===== src/hdl/byte_rotate_consts.svh =====
// Constants for the byte rotate unit: opcode codes and reset values.
// Assumes inclusion by bare name from design files.
`ifndef BYTE_ROTATE_CONSTS_SVH
`define BYTE_ROTATE_CONSTS_SVH
`define ROT_OP_LEFT_TO_ACC 3'h1
`define ROT_OP_LEFT_THRU_CARRY 3'h2
`define ROT_OP_LEFT_THRU_CARRY_TO_ACC 3'h3
`define ROT_OP_RIGHT_MEM 3'h4
`define ROT_OP_RIGHT_TO_ACC 3'h5
`define ROT_OP_RIGHT_THRU_CARRY 3'h6
`define ROT_ACC_RESET 8'h00
`define ROT_WR_DATA_RESET 8'h00
`define ROT_CARRY_RESET 1'h0
`define ROT_MSB 7
`define ROT_LSB 0
`endif


===== src/hdl/byte_rotate_pkg.sv =====
// Types for the byte rotate unit.
// Assumes the constants header sits beside it.
package byte_rotate_pkg;
   typedef logic [2:0] rot_op_t;
   typedef logic [7:0] rot_byte_t;
endpackage


===== src/hdl/byte_rotate_unit.sv =====
// Byte rotate datapath: six rotate forms on a data memory byte.
// Assumes the decoder pulses op_valid with op_code and rd_data stable in that cycle.
//
// Operation
// (RULE1) Left rotate into accumulator, bit 7 wraps to bit 0, flags kept.
// (RULE2) Left rotate through carry, written back, carry takes old bit 7.
// (RULE3) Left rotate through carry into accumulator, carry takes old bit 7.
// (RULE4) Right rotate written back, bit 0 wraps to bit 7, flags kept.
// (RULE5) Right rotate into accumulator, bit 0 wraps to bit 7, flags kept.
// (RULE6) Right rotate through carry, written back, carry takes old bit 0.
// (RULE7) One read-modify-write per instruction; carry updates with the result.
`timescale 1ns/1ps
`default_nettype none
`include "byte_rotate_consts.svh"
module byte_rotate_unit
   import byte_rotate_pkg::*;
(
   input wire logic clk,
   input wire logic reset,
   input wire logic op_valid,
   input wire logic [2:0] op_code,
   input wire logic [7:0] rd_data,
   output logic [7:0] wr_data,
   output logic wr_en,
   output logic [7:0] acc,
   output logic carry,
   output logic done
);
   function automatic logic op_writes_mem(input logic [2:0] op);
      op_writes_mem = (op == `ROT_OP_LEFT_THRU_CARRY) || (op == `ROT_OP_RIGHT_MEM) ||
                      (op == `ROT_OP_RIGHT_THRU_CARRY);
   endfunction

   function automatic logic op_writes_acc(input logic [2:0] op);
      op_writes_acc = (op == `ROT_OP_LEFT_TO_ACC) || (op == `ROT_OP_LEFT_THRU_CARRY_TO_ACC) ||
                      (op == `ROT_OP_RIGHT_TO_ACC);
   endfunction

   function automatic logic op_uses_carry(input logic [2:0] op);
      op_uses_carry = (op == `ROT_OP_LEFT_THRU_CARRY) || (op == `ROT_OP_LEFT_THRU_CARRY_TO_ACC) ||
                      (op == `ROT_OP_RIGHT_THRU_CARRY);
   endfunction

   rot_byte_t result_d;
   logic carry_d;
   logic [7:0] wr_data_q;
   logic wr_en_q;
   logic [7:0] acc_q;
   logic carry_q;
   logic done_q;

   always_comb
   begin
      result_d = rd_data;
      carry_d = carry_q;
      // Old carry feeds the shift; the new one lands at the same edge
      unique case (op_code)
         // (RULE1) Plain left rotate
         `ROT_OP_LEFT_TO_ACC:
         begin
            result_d = {rd_data[6:0], rd_data[`ROT_MSB]};
         end
         // (RULE2) Left through carry
         `ROT_OP_LEFT_THRU_CARRY:
         begin
            result_d = {rd_data[6:0], carry_q};
            carry_d = rd_data[`ROT_MSB];
         end
         // (RULE3) Left through carry to acc
         `ROT_OP_LEFT_THRU_CARRY_TO_ACC:
         begin
            result_d = {rd_data[6:0], carry_q};
            carry_d = rd_data[`ROT_MSB];
         end
         // (RULE4) Plain right rotate
         `ROT_OP_RIGHT_MEM:
         begin
            result_d = {rd_data[`ROT_LSB], rd_data[7:1]};
         end
         // (RULE5) Right rotate to acc
         `ROT_OP_RIGHT_TO_ACC:
         begin
            result_d = {rd_data[`ROT_LSB], rd_data[7:1]};
         end
         // (RULE6) Right through carry
         `ROT_OP_RIGHT_THRU_CARRY:
         begin
            result_d = {carry_q, rd_data[7:1]};
            carry_d = rd_data[`ROT_LSB];
         end
         // Unassigned codes are ignored: no write, no flag change
         default:
         begin
            result_d = rd_data;
            carry_d = carry_q;
         end
      endcase
   end

   // Data holds between writes; only wr_en marks a new byte
   // (RULE7) Single write-back per op
   always_ff @(posedge clk)
   begin
      if (reset)
      begin
         wr_en_q <= 1'h0;
         wr_data_q <= `ROT_WR_DATA_RESET;
      end
      else
      begin
         wr_en_q <= op_valid && op_writes_mem(op_code);
         if (op_valid && op_writes_mem(op_code))
         begin
            wr_data_q <= result_d;
         end
      end
   end

   // (RULE1) Accumulator load, memory untouched
   always_ff @(posedge clk)
   begin
      if (reset)
      begin
         acc_q <= `ROT_ACC_RESET;
      end
      else if (op_valid && op_writes_acc(op_code))
      begin
         acc_q <= result_d;
      end
   end

   // (RULE7) Carry moves with the result
   always_ff @(posedge clk)
   begin
      if (reset)
      begin
         carry_q <= `ROT_CARRY_RESET;
      end
      else if (op_valid && op_uses_carry(op_code))
      begin
         carry_q <= carry_d;
      end
   end

   // Done pulses for ignored codes too, so the decoder never waits
   always_ff @(posedge clk)
   begin
      if (reset)
      begin
         done_q <= 1'h0;
      end
      else
      begin
         done_q <= op_valid;
      end
   end

   // Every output straight from a flip-flop
   assign wr_data = wr_data_q;
   assign wr_en = wr_en_q;
   assign acc = acc_q;
   assign carry = carry_q;
   assign done = done_q;

   // Value checks, one per rotate form
   a_left_acc_value: assert property (@(posedge clk) disable iff (reset) // (RULE1)
      op_valid && op_code == `ROT_OP_LEFT_TO_ACC |=> acc == {$past(rd_data[6:0]), $past(rd_data[7])}
      && !wr_en && carry == $past(carry))
      else $error("left rotate to acc wrong");

   a_left_carry_mem: assert property (@(posedge clk) disable iff (reset) // (RULE2)
      op_valid && op_code == `ROT_OP_LEFT_THRU_CARRY |=> wr_en && wr_data == {$past(rd_data[6:0]), $past(carry)}
      && carry == $past(rd_data[7]))
      else $error("left through carry write wrong");

   a_left_carry_acc: assert property (@(posedge clk) disable iff (reset) // (RULE3)
      op_valid && op_code == `ROT_OP_LEFT_THRU_CARRY_TO_ACC |=> !wr_en && carry == $past(rd_data[7])
      && acc == {$past(rd_data[6:0]), $past(carry)})
      else $error("left through carry to acc wrong");

   a_right_mem_value: assert property (@(posedge clk) disable iff (reset) // (RULE4)
      op_valid && op_code == `ROT_OP_RIGHT_MEM |=> wr_en && wr_data == {$past(rd_data[0]), $past(rd_data[7:1])}
      && $stable(carry))
      else $error("right rotate write wrong");

   a_right_acc_value: assert property (@(posedge clk) disable iff (reset) // (RULE5)
      op_valid && op_code == `ROT_OP_RIGHT_TO_ACC |=> !wr_en && $stable(carry)
      && acc == {$past(rd_data[0]), $past(rd_data[7:1])})
      else $error("right rotate to acc wrong");

   a_right_carry_mem: assert property (@(posedge clk) disable iff (reset) // (RULE6)
      op_valid && op_code == `ROT_OP_RIGHT_THRU_CARRY |=> wr_en && carry == $past(rd_data[0])
      && wr_data == {$past(carry), $past(rd_data[7:1])})
      else $error("right through carry write wrong");

   a_plain_carry: assert property (@(posedge clk) disable iff (reset) // (RULE4)
      op_valid && !op_uses_carry(op_code) |=> $stable(carry))
      else $error("carry moved on a plain rotate");

   // Bookkeeping checks on pulses and held state
   a_write_single: assert property (@(posedge clk) disable iff (reset) // (RULE7)
      wr_en |-> done && $past(op_valid))
      else $error("write without an op");

   // A short reset may clear carry, which is a cause of its own
   a_carry_cause: assert property (@(posedge clk) disable iff (reset) // (RULE7)
      carry != $past(carry) |-> $past(reset) || ($past(op_valid) && $past(op_uses_carry(op_code))))
      else $error("carry changed without through-carry op");

   a_done_follows: assert property (@(posedge clk) disable iff (reset) // (RULE7)
      done == ($past(op_valid) && !$past(reset)))
      else $error("done not one cycle after op");

   a_acc_kept: assert property (@(posedge clk) disable iff (reset) // (RULE7)
      !(op_valid && op_writes_acc(op_code)) |=> $stable(acc))
      else $error("acc changed without acc op");

   a_ignored_code: assert property (@(posedge clk) disable iff (reset) // (RULE7)
      op_valid && !op_writes_mem(op_code) && !op_writes_acc(op_code)
      |=> !wr_en && done && $stable(acc) && $stable(carry))
      else $error("ignored code changed state");

   a_wr_data_held: assert property (@(posedge clk) disable iff (reset) // (RULE7)
      !wr_en && !$past(reset) |-> $stable(wr_data))
      else $error("write data moved without a write");

   a_reset_clears: assert property (@(posedge clk) // (RULE7)
      reset |=> !wr_en && !done && wr_data == `ROT_WR_DATA_RESET && acc == `ROT_ACC_RESET
      && carry == `ROT_CARRY_RESET)
      else $error("reset left state behind");
endmodule
`default_nettype wire


===== config.mk =====
export PLATFORM = sky130hd
export DESIGN_NAME = byte_rotate_unit
export DESIGN_NICKNAME = d
export VERILOG_FILES = /design/src/hdl/byte_rotate_pkg.sv /design/src/hdl/byte_rotate_unit.sv
export VERILOG_INCLUDE_DIRS = /design/src /design/src/hdl
export SDC_FILE = /design/constraint.sdc
export NUM_CORES = 1
export LEC_CHECK = 0
export ABC_CLOCK_PERIOD_IN_PS = 1400
export BUFFER_PORTS_ARGS = -buffer_cell sky130_fd_sc_hd__buf_4
export CAP_MARGIN = 10
export CORE_MARGIN = 2
export CORE_UTILIZATION = 40
export DETAILED_ROUTE_END_ITERATION = 12
export PLACE_DENSITY = 0.65
export SKIP_CTS_REPAIR_TIMING = 1
export SYNTH_ARGS = -nofsm -noshare
export SYNTH_HDL_FRONTEND = slang
export SYNTH_SLANG_ARGS = --single-unit

===== constraint.sdc =====
create_clock -name clk -period 1.4 [get_ports clk]
set_input_delay 0.14 -clock clk [delete_from_list [all_inputs] [get_ports clk]]
set_output_delay 0.14 -clock clk [all_outputs]
set_load 0.01 [all_outputs]

## Yosys cells after proc, flatten, opt, wreduce, memory -nomap -nowiden

Index checks and enable logic that the tools add are counted.

| storage, ports and cells | value |
|---|---|
| register bits after elaboration | 19 |
| word-level logic and storage cells | 26 |
| input port bits | 14 |
| output and inout bits | 19 |

| operators by class | value |
|---|---|
| eq/ne operators | 6 |
| reduce and logical (&&, ||, !) cells | 13 |
| mux-type cells | 2 |

Operator list:

| kind | number |
|---|---|
| case mux 8 bit (4 select lines) | 1 |
| equality test 3 bit, second input constant | 3 |
| equality test 3 x 2 -> 1 bit, second input constant | 2 |
| logical OR 1 bit | 6 |
| OR reduction 2 bit | 2 |
| equality test 3 x 1 -> 1 bit, second input constant | 1 |
| logical AND 1 bit | 3 |
| case mux 1 bit (2 select lines) | 1 |
| AND reduction 2 bit | 1 |
| nonzero test 2 bit | 1 |

## Longest topological paths before layout

Gate-level depths: netlist of run 1.

| depth | value |
|---|---|
| word-level depth | 5 |
| mapped depth | 6 |
| gate-level depth less buffers | 4 |

## Worst setup path after synthesis of run 1

OpenSTA, ideal clock, no wires.

| path | value |
|---|---|
| path type | input-to-reg |
| from | input op_code[0] |
| to | register wr_data_q[0], in the netlist wr_data[0] |
| stages | 5 |
| arrival time | 987 ps |
| required time | 1271 ps |
| path buffers | 2 |
| slack | 284 ps |
| setup time | 129 ps |
| cell sequence | buf_2 -> nor3b_4 -> buf_6 -> mux2i_1 -> nor2_1 |

| between the ends | value |
|---|---|
| word-level cells in the longest chain between the ends | 4 |
| elaborated cells between the ends (all ways) | 12 |
| classes of those cells | eq/ne: 6; mux: 1; reduce/logical: 5 |

Ends and longest elaborated chain:

| what | RTL line | source |
|---|---|---|
| start, declared | byte_rotate_unit.sv:21 | `input wire logic [2:0] op_code,` |
| parallel branches: the longest is 4 deep, another holds case mux 8 bit (4 select lines) | n/a |  |
| end signal, assigned | byte_rotate_unit.sv:107 | `` wr_data_q <= `ROT_WR_DATA_RESET; `` |
| end signal, assigned | byte_rotate_unit.sv:114 | `wr_data_q <= result_d;` |
| end, declared | byte_rotate_unit.sv:46 | `logic [7:0] wr_data_q;` |

Parallel ways; which one is timed is not known.
A chain may end at the register's enable or synchronous reset.

## Final worst setup path of run 1

| path | value |
|---|---|
| from | register carry_q, in the netlist carry |
| to | register acc_q[7], in the netlist acc[7] |

| between the ends | value |
|---|---|
| word-level cells in the longest chain between the ends | 1 |

Ends and longest elaborated chain:

| what | RTL line | source |
|---|---|---|
| start, declared | byte_rotate_unit.sv:49 | `logic carry_q;` |
| start signal, assigned | byte_rotate_unit.sv:137 | `` carry_q <= `ROT_CARRY_RESET; `` |
| start signal, assigned | byte_rotate_unit.sv:141 | `carry_q <= carry_d;` |
| case mux 8 bit (4 select lines) | byte_rotate_unit.sv:57 | `unique case (op_code)` |
| end signal, assigned | byte_rotate_unit.sv:124 | `` acc_q <= `ROT_ACC_RESET; `` |
| end signal, assigned | byte_rotate_unit.sv:128 | `acc_q <= result_d;` |
| end, declared | byte_rotate_unit.sv:48 | `logic [7:0] acc_q;` |

No other way between the ends.

==> results of run 1 <==
Yosys cell counts, drive strengths merged:
library cell	number
inv	1
nor3b	2
nand3b	2
a21o	6
a22oi	1
and2	1
o22ai	1
a21bo	1
nand2	10
nor2	20
clkbuf	2
mux2	1
nor2b	3
nand3	1
a221oi	6
a311oi	12
a211oi	2
mux2i	3
dfxtp	19
a32oi	6
buf	8
a21oi	2
stage by stage:
stage	util	instances	worst slack, ps
3_5_place_dp	0.514	166	116
6_report	0.525	170	366
3_3_place_gp	0.514	166	180
4_1_cts	0.525	170	348
2_1_floorplan	-	110	284
5_1_grt	0.525	170	306
final timing paths:
kind / endpoint / startpoint / depth (start not counted) / slack [ps]
worst min-delay path: done / op_valid / 2 / 90
worst max register to register: acc[7] / carry / 4 / 370
worst max-delay path: acc[7] / carry / 4 / 370
worst min register to register: acc[1] / acc[1] / 2 / 500
cell type report:
type	instances	share of cell area
multi-input cells	80	0.437
clock buffers	4	0.0206
inverters	1	0.00294
flip-flops and latches	19	0.298
repair buffers	36	0.212
well taps	30	0.0294
sequential cells by signal, summed over array words and instances (netlist names):
register / flops
acc: 8
wr_en: 1
done: 1
carry: 1
wr_data: 8
cell families after synthesis:
family,Yosys count,share of synthesized area
simple gates,39,0.204
compound gates,37,0.304
flops,19,0.374
buf+inv,11,0.0775
mux,4,0.0406
power groups by stage:
stage | clock (mW) | sequential [mW] | combinational, mW
3_5_place_dp | 0 | 0.604 | 0.289
2_1_floorplan | 0 | 0.618 | 0.164
5_1_grt | 0.308 | 0.595 | 0.318
3_3_place_gp | 0 | 0.602 | 0.285
6_report | 0.266 | 0.590 | 0.288
4_1_cts | 0.283 | 0.591 | 0.290
layer usage:
layer | vias to the layer above | track usage
met2 | 30 | 0.277
met4 | 0 | 0.0250
met5 | - | 0
met3 | 2 | 0.0519
met1 | 467 | 0.227
li1 | 479 | -
worst max-delay path: cells and delay by family (launching register included):
kind               cells  cell delay, ps
and+or+nand+nor        1              70
DFF                    1             390
AOI/OAI and AO/OA      3             490
==> qor.txt, run 1 <==
Metal3 WL: 150 µm
Antenna violations before repair: 0
CP Class: flip-flop to flip-flop
Worst clock skew: 0.113 ps
# IOs: 33
Die height: 54.4 µm
RSZ-0062 raised after global routing: false
Critical path launch point type: flip-flop
Root Driver: clkbuf_4
P per Cell Area: 897 nW/µm²
Chip width: 54.4 µm
Share of layout cells above drive strength 1: 0.321
Area of all sequential standard cells: 380 µm²
Minimum clock period: 1030 ps
Hold Fails Final Rpt: 0
Die footprint: 2960 µm²
Post-route DRC violation count: 0
Placed inst area: 1250 µm²
# diodes: 0
GRT Total Usage: 0.171
Final instance area: 1280 µm²
Rel. slew slack: 0.753
Logic gate share of total power: 0.252
Synth area leaders: dfxtp_1, a311oi_1, nor2_1
Power Total: 1.15 mW
Synth warn: 0
Synthesis-stage register bit count: 19
Row cnt: 18
Commonest cells after routing, fill and taps aside: buf_4, dfxtp_1, nor2_1
Maxcap violations: 0
Initial Util: 0.418
Number of iterations in the first detailed-routing pass: 4
Hpwl dp: 1.71 mm
Distinct cells, synth: 28
Skew-Pair Late Insertion Delay: 290 ps
Vias per cell: 5.75
Largest area contributor in the netlist: dfxtp_1
Seq/Total Area, Yosys: 0.374
Max H-tree Level: 1
# nets final: 155
CTS buffer count: 3
Peak supply drop: 608 µV
Final RePlAce weighted congestion: 0.731
DR iter-0 viols: 17
Share of the synthesized area in the top cell type: 0.374
Area Growth Syn to Fin: 25.5%
P_leak: 0.543 nW
Switching portion of total power: 0.282
CP cell instances: nand2_1 > o22ai_1 > a21oi_1 > a211oi_1
Hold slack: 90.8 ps
Core area: 2430 µm²
Multi-input gate area: 558 µm²
Power share of the clock group: 0.233
Int Power: 822 µW
Reg clk slew, reported paths: 100 ps
CP max FO: 4
Mapped Cells: 110
Clock Path Buffers: 2
Final TNS setup: 0 ps
WP data required: 1610 ps
Number of port buffers: 32
Largest stage delay, worst path: 390 ps
Status: finished, final reports clean
Wire length per cell: 13.7 µm
Worst slew pin tran: 370 ps
Fmax: 967 MHz
Worst Path Arrival: 1240 ps
Sequential fraction of design power: 0.516
Crit. End Element: flip-flop
HP Class: input port to flip-flop
Antenna-violating nets left: 0
Most common cell after layout, fill and taps aside: buf_4
Top layer reached by signal wires: met4
Final wirelength: 2.33 mm
Clock sink total: 19
Largest net degree at the start of global routing: 22
Synthesized area: 1020 µm²
Crit share post-route: 0.739
Switching Power: 323 µW
Syn_area_per_cell: 9.25 µm²
Global route overflow: 0
Setup violators final: 0
Vias in the first global route: 786
Met2 WL: 1.13 mm
Fill cells: 240
Final Max Slew Viols: 0
Syn Nets: 124
Slowest cell on the critical path: dfxtp_1
Total number of vias: 978
First-pass GRT wire length: 3.68 mm
CTS tree: yes
Met1 WL: 1.03 mm
Power figures use the tool's default switching activity.
==> inputs of run 2 (changes only) <==
Settings changed: ABC_CLOCK_PERIOD_IN_PS 1400 to 850, PLACE_DENSITY 0.65 to 0.68.
Clock period 1.4 ns to 0.85 ns, I/O delays scaled along.
==> run 2 against run 1 <==
  * Sequential cell count is the same
  * First-iteration DRC count fell by 18%
  * Combinational power rose by 100%
  * Cell count rose by 4.1%
  * Hold slack lost 71 ps
  * Die area did not move
  * The run now ends with setup timing left
  * Global-route usage increased by 2.1 points
  * Largest cell class unchanged
  * Worst setup slack got worse by 470 ps
  * Highest routed layer unchanged
  * Wire length increased by 11%
  * Via count grew 3.7%
  * Clock-buffer cell count fell by 1
==> qor.txt, run 2 (synthesized netlist as in run 1, its figures left out) <==
Status: complete, but fails checks (was finished, final reports clean)
Failing checks: setup timing
Fill cells: 214 (was 240)
Hold slack: 19.7 ps (was 90.8 ps)
Crit path to: carry (was acc[7])
Power Total: 2.04 mW (was 1.15 mW)
Vias per cell: 5.73 (was 5.75)
Final Max Slew Viols: 0 (unchanged)
Skew-Pair Late Insertion Delay: 290 ps (about the same)
Number of iterations in the first detailed-routing pass: 4 (unchanged)
RSZ-0062 raised after global routing: true (was false)
Final setup margin: -105 ps (was 366 ps)
Wire length per cell: 14.6 µm (was 13.7 µm)
Row cnt: 18 (unchanged)
CTS tree: yes (unchanged)
CP max FO: 3 (was 4)
P_leak: 0.620 nW (was 0.543 nW)
HP Class: input port to flip-flop (unchanged)
Final TNS setup: -304 ps (was 0 ps)
Antenna violations before repair: 0 (unchanged)
CP Class: flip-flop to primary output (was flip-flop to flip-flop)
Worst clock skew: 0.179 ps (was 0.113 ps)
Core Util, Final: 0.613 (was 0.525)
Setup violators final: 5 (was 0)
Number of port buffers: 32 (unchanged)
Worst Path Arrival: 870 ps (was 1240 ps)
Worst slew pin tran: 268 ps (was 370 ps)
Initial Util: 0.418 (unchanged)
Hpwl dp: 1.84 mm (was 1.71 mm)
P per Cell Area: 1370 nW/µm² (was 897 nW/µm²)
Max H-tree Level: 1 (unchanged)
Final RePlAce weighted congestion: 0.800 (was 0.731)
Hold Fails Final Rpt: 0 (unchanged)
Maxcap violations: 0 (unchanged)
Antenna-violating nets left: 0 (unchanged)
Clock sink total: 19 (unchanged)
Peak supply drop: 1140 µV (was 608 µV)
Rel. slew slack: 0.821 (was 0.753)
Global route overflow: 0 (unchanged)
CTS buffer count: 3 (unchanged)
Die height: 54.4 µm (unchanged)
# IOs: 33 (unchanged)
First-pass GRT wire length: 4.06 mm (was 3.68 mm)
Minimum clock period: 955 ps
Crit. End Element: primary output (was flip-flop)
Placed inst area: 1330 µm² (was 1250 µm²)
Final wirelength: 2.59 mm (was 2.33 mm)
Final instance area: 1490 µm² (was 1280 µm²)
Chip width: 54.4 µm (unchanged)
R2r startpoint: carry (unchanged)
WP data required: 760 ps (was 1610 ps)
Clock Path Buffers: 2 (unchanged)
CP startpoint: carry (unchanged)
R2R Setup Slk: -70 ps (was 370 ps)
Commonest cells after routing, fill and taps aside: buf_4, buf_6, dfxtp_2 (was buf_4, dfxtp_1, nor2_1)
Area Growth Syn to Fin: 46.5% (was 25.5%)
Root Driver: clkbuf_4 (unchanged)
Share of layout cells above drive strength 1: 0.551 (was 0.321)
Vias in the first global route: 889 (was 786)
# diodes: 0 (unchanged)
Fmax: 1050 MHz
Core area: 2430 µm² (unchanged)
GRT Total Usage: 0.192 (was 0.171)
Total number of vias: 1014 (was 978)
Crit share post-route: 1.12
Die footprint: 2960 µm² (unchanged)
Largest net degree at the start of global routing: 20 (was 22)
# nets final: 162 (was 155)
Reg clk slew, reported paths: 110 ps (was 100 ps)
Reg-to-reg endpoint: acc[7] (unchanged)
Most common cell after layout, fill and taps aside: buf_4 (unchanged)
Post-route DRC violation count: 0 (unchanged)
DR iter-0 viols: 14 (was 17)
R2R depth: 4 (unchanged)
Critical path launch point type: flip-flop (unchanged)
[run 2: cell types whose count changed in the layout (fill, tap and decap cells not counted), sizes merged]
cell,change
clkbuf,-1
buf,+7
clkinv,+1
[run 2: layout make-up]
type | count | area, µm² | share of cell area
tap | 30 | 37.5 | 0.0252
clock buffer | 3 | 22.5 | 0.0151
clock inverter | 1 | 5.00 | 0.00336
timing repair buffer | 43 | 410 | 0.275
multi-input combinational | 80 | 607 | 0.407
inverter | 1 | 3.75 | 0.00252
sequential | 19 | 404 | 0.271
[run 2: how the worst min path moves through the flow]
stage	start	endpoint	slack (ps)	cells after the start
after detailed placement	op_valid	done	330	2
after CTS	op_valid	done	10	2
after floorplan	op_valid	done	210	1
after global placement	op_valid	done	330	2
final	op_valid	done	20	2
after global routing	op_valid	done	20	2
[run 2: report_power, final]
group	switching, mW	internal, mW	leakage [nW]
registers	0.0377	0.956	0.163
clock network	0.294	0.175	0.0177
logic	0.276	0.301	0.439
total	0.607	1.43	0.620
[run 2: worst max-delay path: stages (launching register included)]
cell and delay (ps):
dfxtp_2 350, buf_6 110, buf_6 110
[run 2: metal layers]
metal,vias to the layer above,wire length [µm],GRT usage
met2,35,1270,0.315
met1,477,1130,0.233
met3,8,129,0.0628
li1,494,-,-
met4,0,56,0.0667
met5,-,0,0
[run 2: through the flow]
step,setup WS [ps],cells
after detailed placement,-348,173
after floorplan,-168,110
final,-105,177
after global placement,-275,173
after global routing,-154,177
after CTS,-157,177
==> inputs of run 3 (changes only) <==
Settings changed: ABC_AREA set to 1, CORE_UTILIZATION 40 to 25, PLACE_DENSITY 0.68 to not set, SETUP_SLACK_MARGIN set to 0.5.
==> run 3 against run 2 <==
  * The flow still finishes with violations (setup timing)
  * Via count is 34% higher
  * Sequential power barely moved
  * Synthesized cell count is 72% higher
  * Maximum frequency is 4.8% higher
  * Area after synthesis grew 22%
  * Sequential share of layout area fell by 7.1 points
  * Clock skew up 5.1 ps
  * Largest cell class unchanged
  * Largest power group unchanged
==> qor.txt, run 3 <==
Vias in the first global route: 1116 (was 889)
WP data required: 760 ps (about the same)
Failing checks: setup timing (unchanged)
Initial Util: 0.261 (was 0.418)
Core area: 4750 µm² (was 2430 µm²)
RSZ-0062 raised after global routing: true (unchanged)
Crit. End Element: primary output (unchanged)
Skew-Pair Late Insertion Delay: 260 ps (was 290 ps)
Most common cell in the netlist: nor2_1 (was dfxtp_1)
Rel. slew slack: 0.789 (was 0.821)
Largest net degree at the start of global routing: 20 (unchanged)
Vias per cell: 4.37 (was 5.73)
Wire length per cell: 11.4 µm (was 14.6 µm)
CTS buffer count: 3 (unchanged)
Syn Nets: 203 (was 124)
Minimum clock period: 911 ps (was 955 ps)
Mapped Cells: 189 (was 110)
Die height: 74.4 µm (was 54.4 µm)
Synth warn: 0 (unchanged)
Clock Path Buffers: 2 (unchanged)
Total number of vias: 1360 (was 1014)
Clock sink total: 19 (unchanged)
Reg clk slew, reported paths: 80 ps (was 110 ps)
DR iter-0 viols: 63 (was 14)
Hold Fails Final Rpt: 0 (unchanged)
Final RePlAce weighted congestion: 0.800 (unchanged)
Post-synth ARST share: 0 (unchanged)
Area Growth Syn to Fin: 63.2% (was 46.5%)
Largest stage delay, worst path: 330 ps (was 350 ps)
Multi-input gate area: 757 µm² (was 607 µm²)
Area of all sequential standard cells: 404 µm² (unchanged)
Global route overflow: 0 (unchanged)
CP cell instances: buf_4 > buf_6 (was buf_6 > buf_6)
Commonest cells after routing, fill and taps aside: nand2_1, nor2_1, buf_4 (was buf_4, buf_6, dfxtp_2)
# diodes: 0 (unchanged)
Fmax: 1100 MHz (was 1050 MHz)
HP Class: input port to flip-flop (unchanged)
Syn_area_per_cell: 6.55 µm² (was 9.25 µm²)
Power Total: 2.46 mW (was 2.04 mW)
Critical path launch point type: flip-flop (unchanged)
Final instance area: 2020 µm² (was 1490 µm²)
Count of flip-flops with a built-in enable after synthesis: 0 (unchanged)
Status: complete, but fails checks (unchanged)
Share of layout cells above drive strength 1: 0.504 (was 0.551)
Fill cells: 510 (was 214)
Max H-tree Level: 1 (unchanged)
Synthesis-stage register bit count: 19 (unchanged)
Setup violators final: 3 (was 5)
Synth area leaders: dfxtp_1, nor2_1, nand2_1 (was dfxtp_1, a311oi_1, nor2_1)
Worst Path Arrival: 830 ps (was 870 ps)
GRT Total Usage: 0.123 (was 0.192)
Worst slew pin tran: 316 ps (was 268 ps)
Final wirelength: 3.53 mm (was 2.59 mm)
Distinct cells, synth: 19 (was 28)
First-pass GRT wire length: 5.20 mm (was 4.06 mm)
Peak supply drop: 628 µV (was 1140 µV)
# IOs: 33 (unchanged)
Maxcap violations: 0 (unchanged)
CP Class: flip-flop to primary output (unchanged)
Synthesized area: 1240 µm² (was 1020 µm²)
Die footprint: 5530 µm² (was 2960 µm²)
Crit share post-route: 1.07 (was 1.12)
Worst clock skew: 5.29 ps (was 0.179 ps)
# nets final: 259 (was 162)
Hpwl dp: 2.33 mm (was 1.84 mm)
Antenna-violating nets left: 0 (unchanged)
P per Cell Area: 1220 nW/µm² (was 1370 nW/µm²)
Placed inst area: 1630 µm² (was 1330 µm²)
Largest area contributor in the netlist: dfxtp_1 (unchanged)
Final Max Slew Viols: 0 (unchanged)
Chip width: 74.4 µm (was 54.4 µm)
Synth cell count leaders: nor2_1, nand2_1, inv_1, nand3_1, dfxtp_1 (was dfxtp_1, nor2_1, a311oi_1, nand2_1)
CP max FO: 3 (unchanged)
Row cnt: 25 (was 18)
Main synth FF type: dfxtp_1 (unchanged)
CTS tree: yes (unchanged)
Number of iterations in the first detailed-routing pass: 4 (unchanged)
Final setup margin: -60.5 ps (was -105 ps)
P_leak: 1.02 nW (was 0.620 nW)
Root Driver: clkbuf_8 (was clkbuf_4)
Seq/Total Area, Yosys: 0.307 (was 0.374)
Share of the synthesized area in the top cell type: 0.307 (was 0.374)
Slowest cell on the critical path: dfxtp_2 (unchanged)
Number of port buffers: 32 (unchanged)
Post-route DRC violation count: 0 (unchanged)
Antenna violations before repair: 0 (unchanged)
-- run 3: cell count changes after synthesis, moves of 8 or more --
| cell | before | now |
|---|---|---|
| nor2_1 | 18 | 42 |
| a311oi_1 | 12 | 0 |
| nand3_1 | 1 | 26 |
| inv_1 | 1 | 26 |
| nand2_1 | 10 | 36 |
| nor2_2 | 0 | 8 |
-- run 3: area by class of cell --
type,instances,share of cell area
clock inverters,1,0.00248
well taps,67,0.0415
flip-flops and latches,19,0.200
clock buffers,3,0.0204
inverters,30,0.0606
multi-input cells,131,0.374
repair inverters,1,0.00309
repair buffers,59,0.298
-- run 3: through the flow --
stage               setup slack, ps  TNS, ps  hold slack (ps)  cells   util
finish                        -60.5    -67.5              126    311  0.425
detailed placement             -218    -2970              405    293  0.344
global placement               -213    -2770              402    293  0.344
floorplan                     -56.0     -355              156    189      -
CTS                           -90.9     -181              126    297  0.353
global route                   -102     -485              154    311  0.425
-- run 3: worst paths after layout --
path	from	endpoint	slack [ps]	cells past startpoint
min	reset	done	130	2
max reg2reg	carry	wr_data[0]	0	6
min reg2reg	acc[0]	acc[0]	560	4
max	carry	carry	-60	2
-- run 3: kinds of logic (layout without fill, tap and decap cells) --
logic type             after synthesis  count (layout)  share of synthesized area
AND/OR/NAND/NOR                    127             127                      0.496
buffers and inverters               39              94                      0.161
flip-flops                          19              19                      0.307
AO/OA/AOI/OAI                        4               4                     0.0364
-- run 3: report_power, final --
group	internal (mW)	switching, mW
registers	0.960	0.0413
clock network	0.327	0.319
logic	0.411	0.406
total	1.70	0.766
-- run 3: worst max-delay path, delay by kind of cell, from the launching register on --
| family | cells | cell delay [ps] |
|---|---|---|
| buffers and inverters | 2 | 240 |
| DFF | 1 | 330 |
-- run 3: layer usage --
| metal | GRT usage | routed length (µm) | vias up | share of wire |
|---|---|---|---|---|
| met5 | 0 | 0 | - | 0 |
| met4 | 0.0496 | 63 | 0 | 0.018 |
| met3 | 0.0285 | 202 | 6 | 0.057 |
| met2 | 0.197 | 1800 | 37 | 0.51 |
| met1 | 0.159 | 1470 | 615 | 0.42 |
| li1 | - | - | 702 | - |
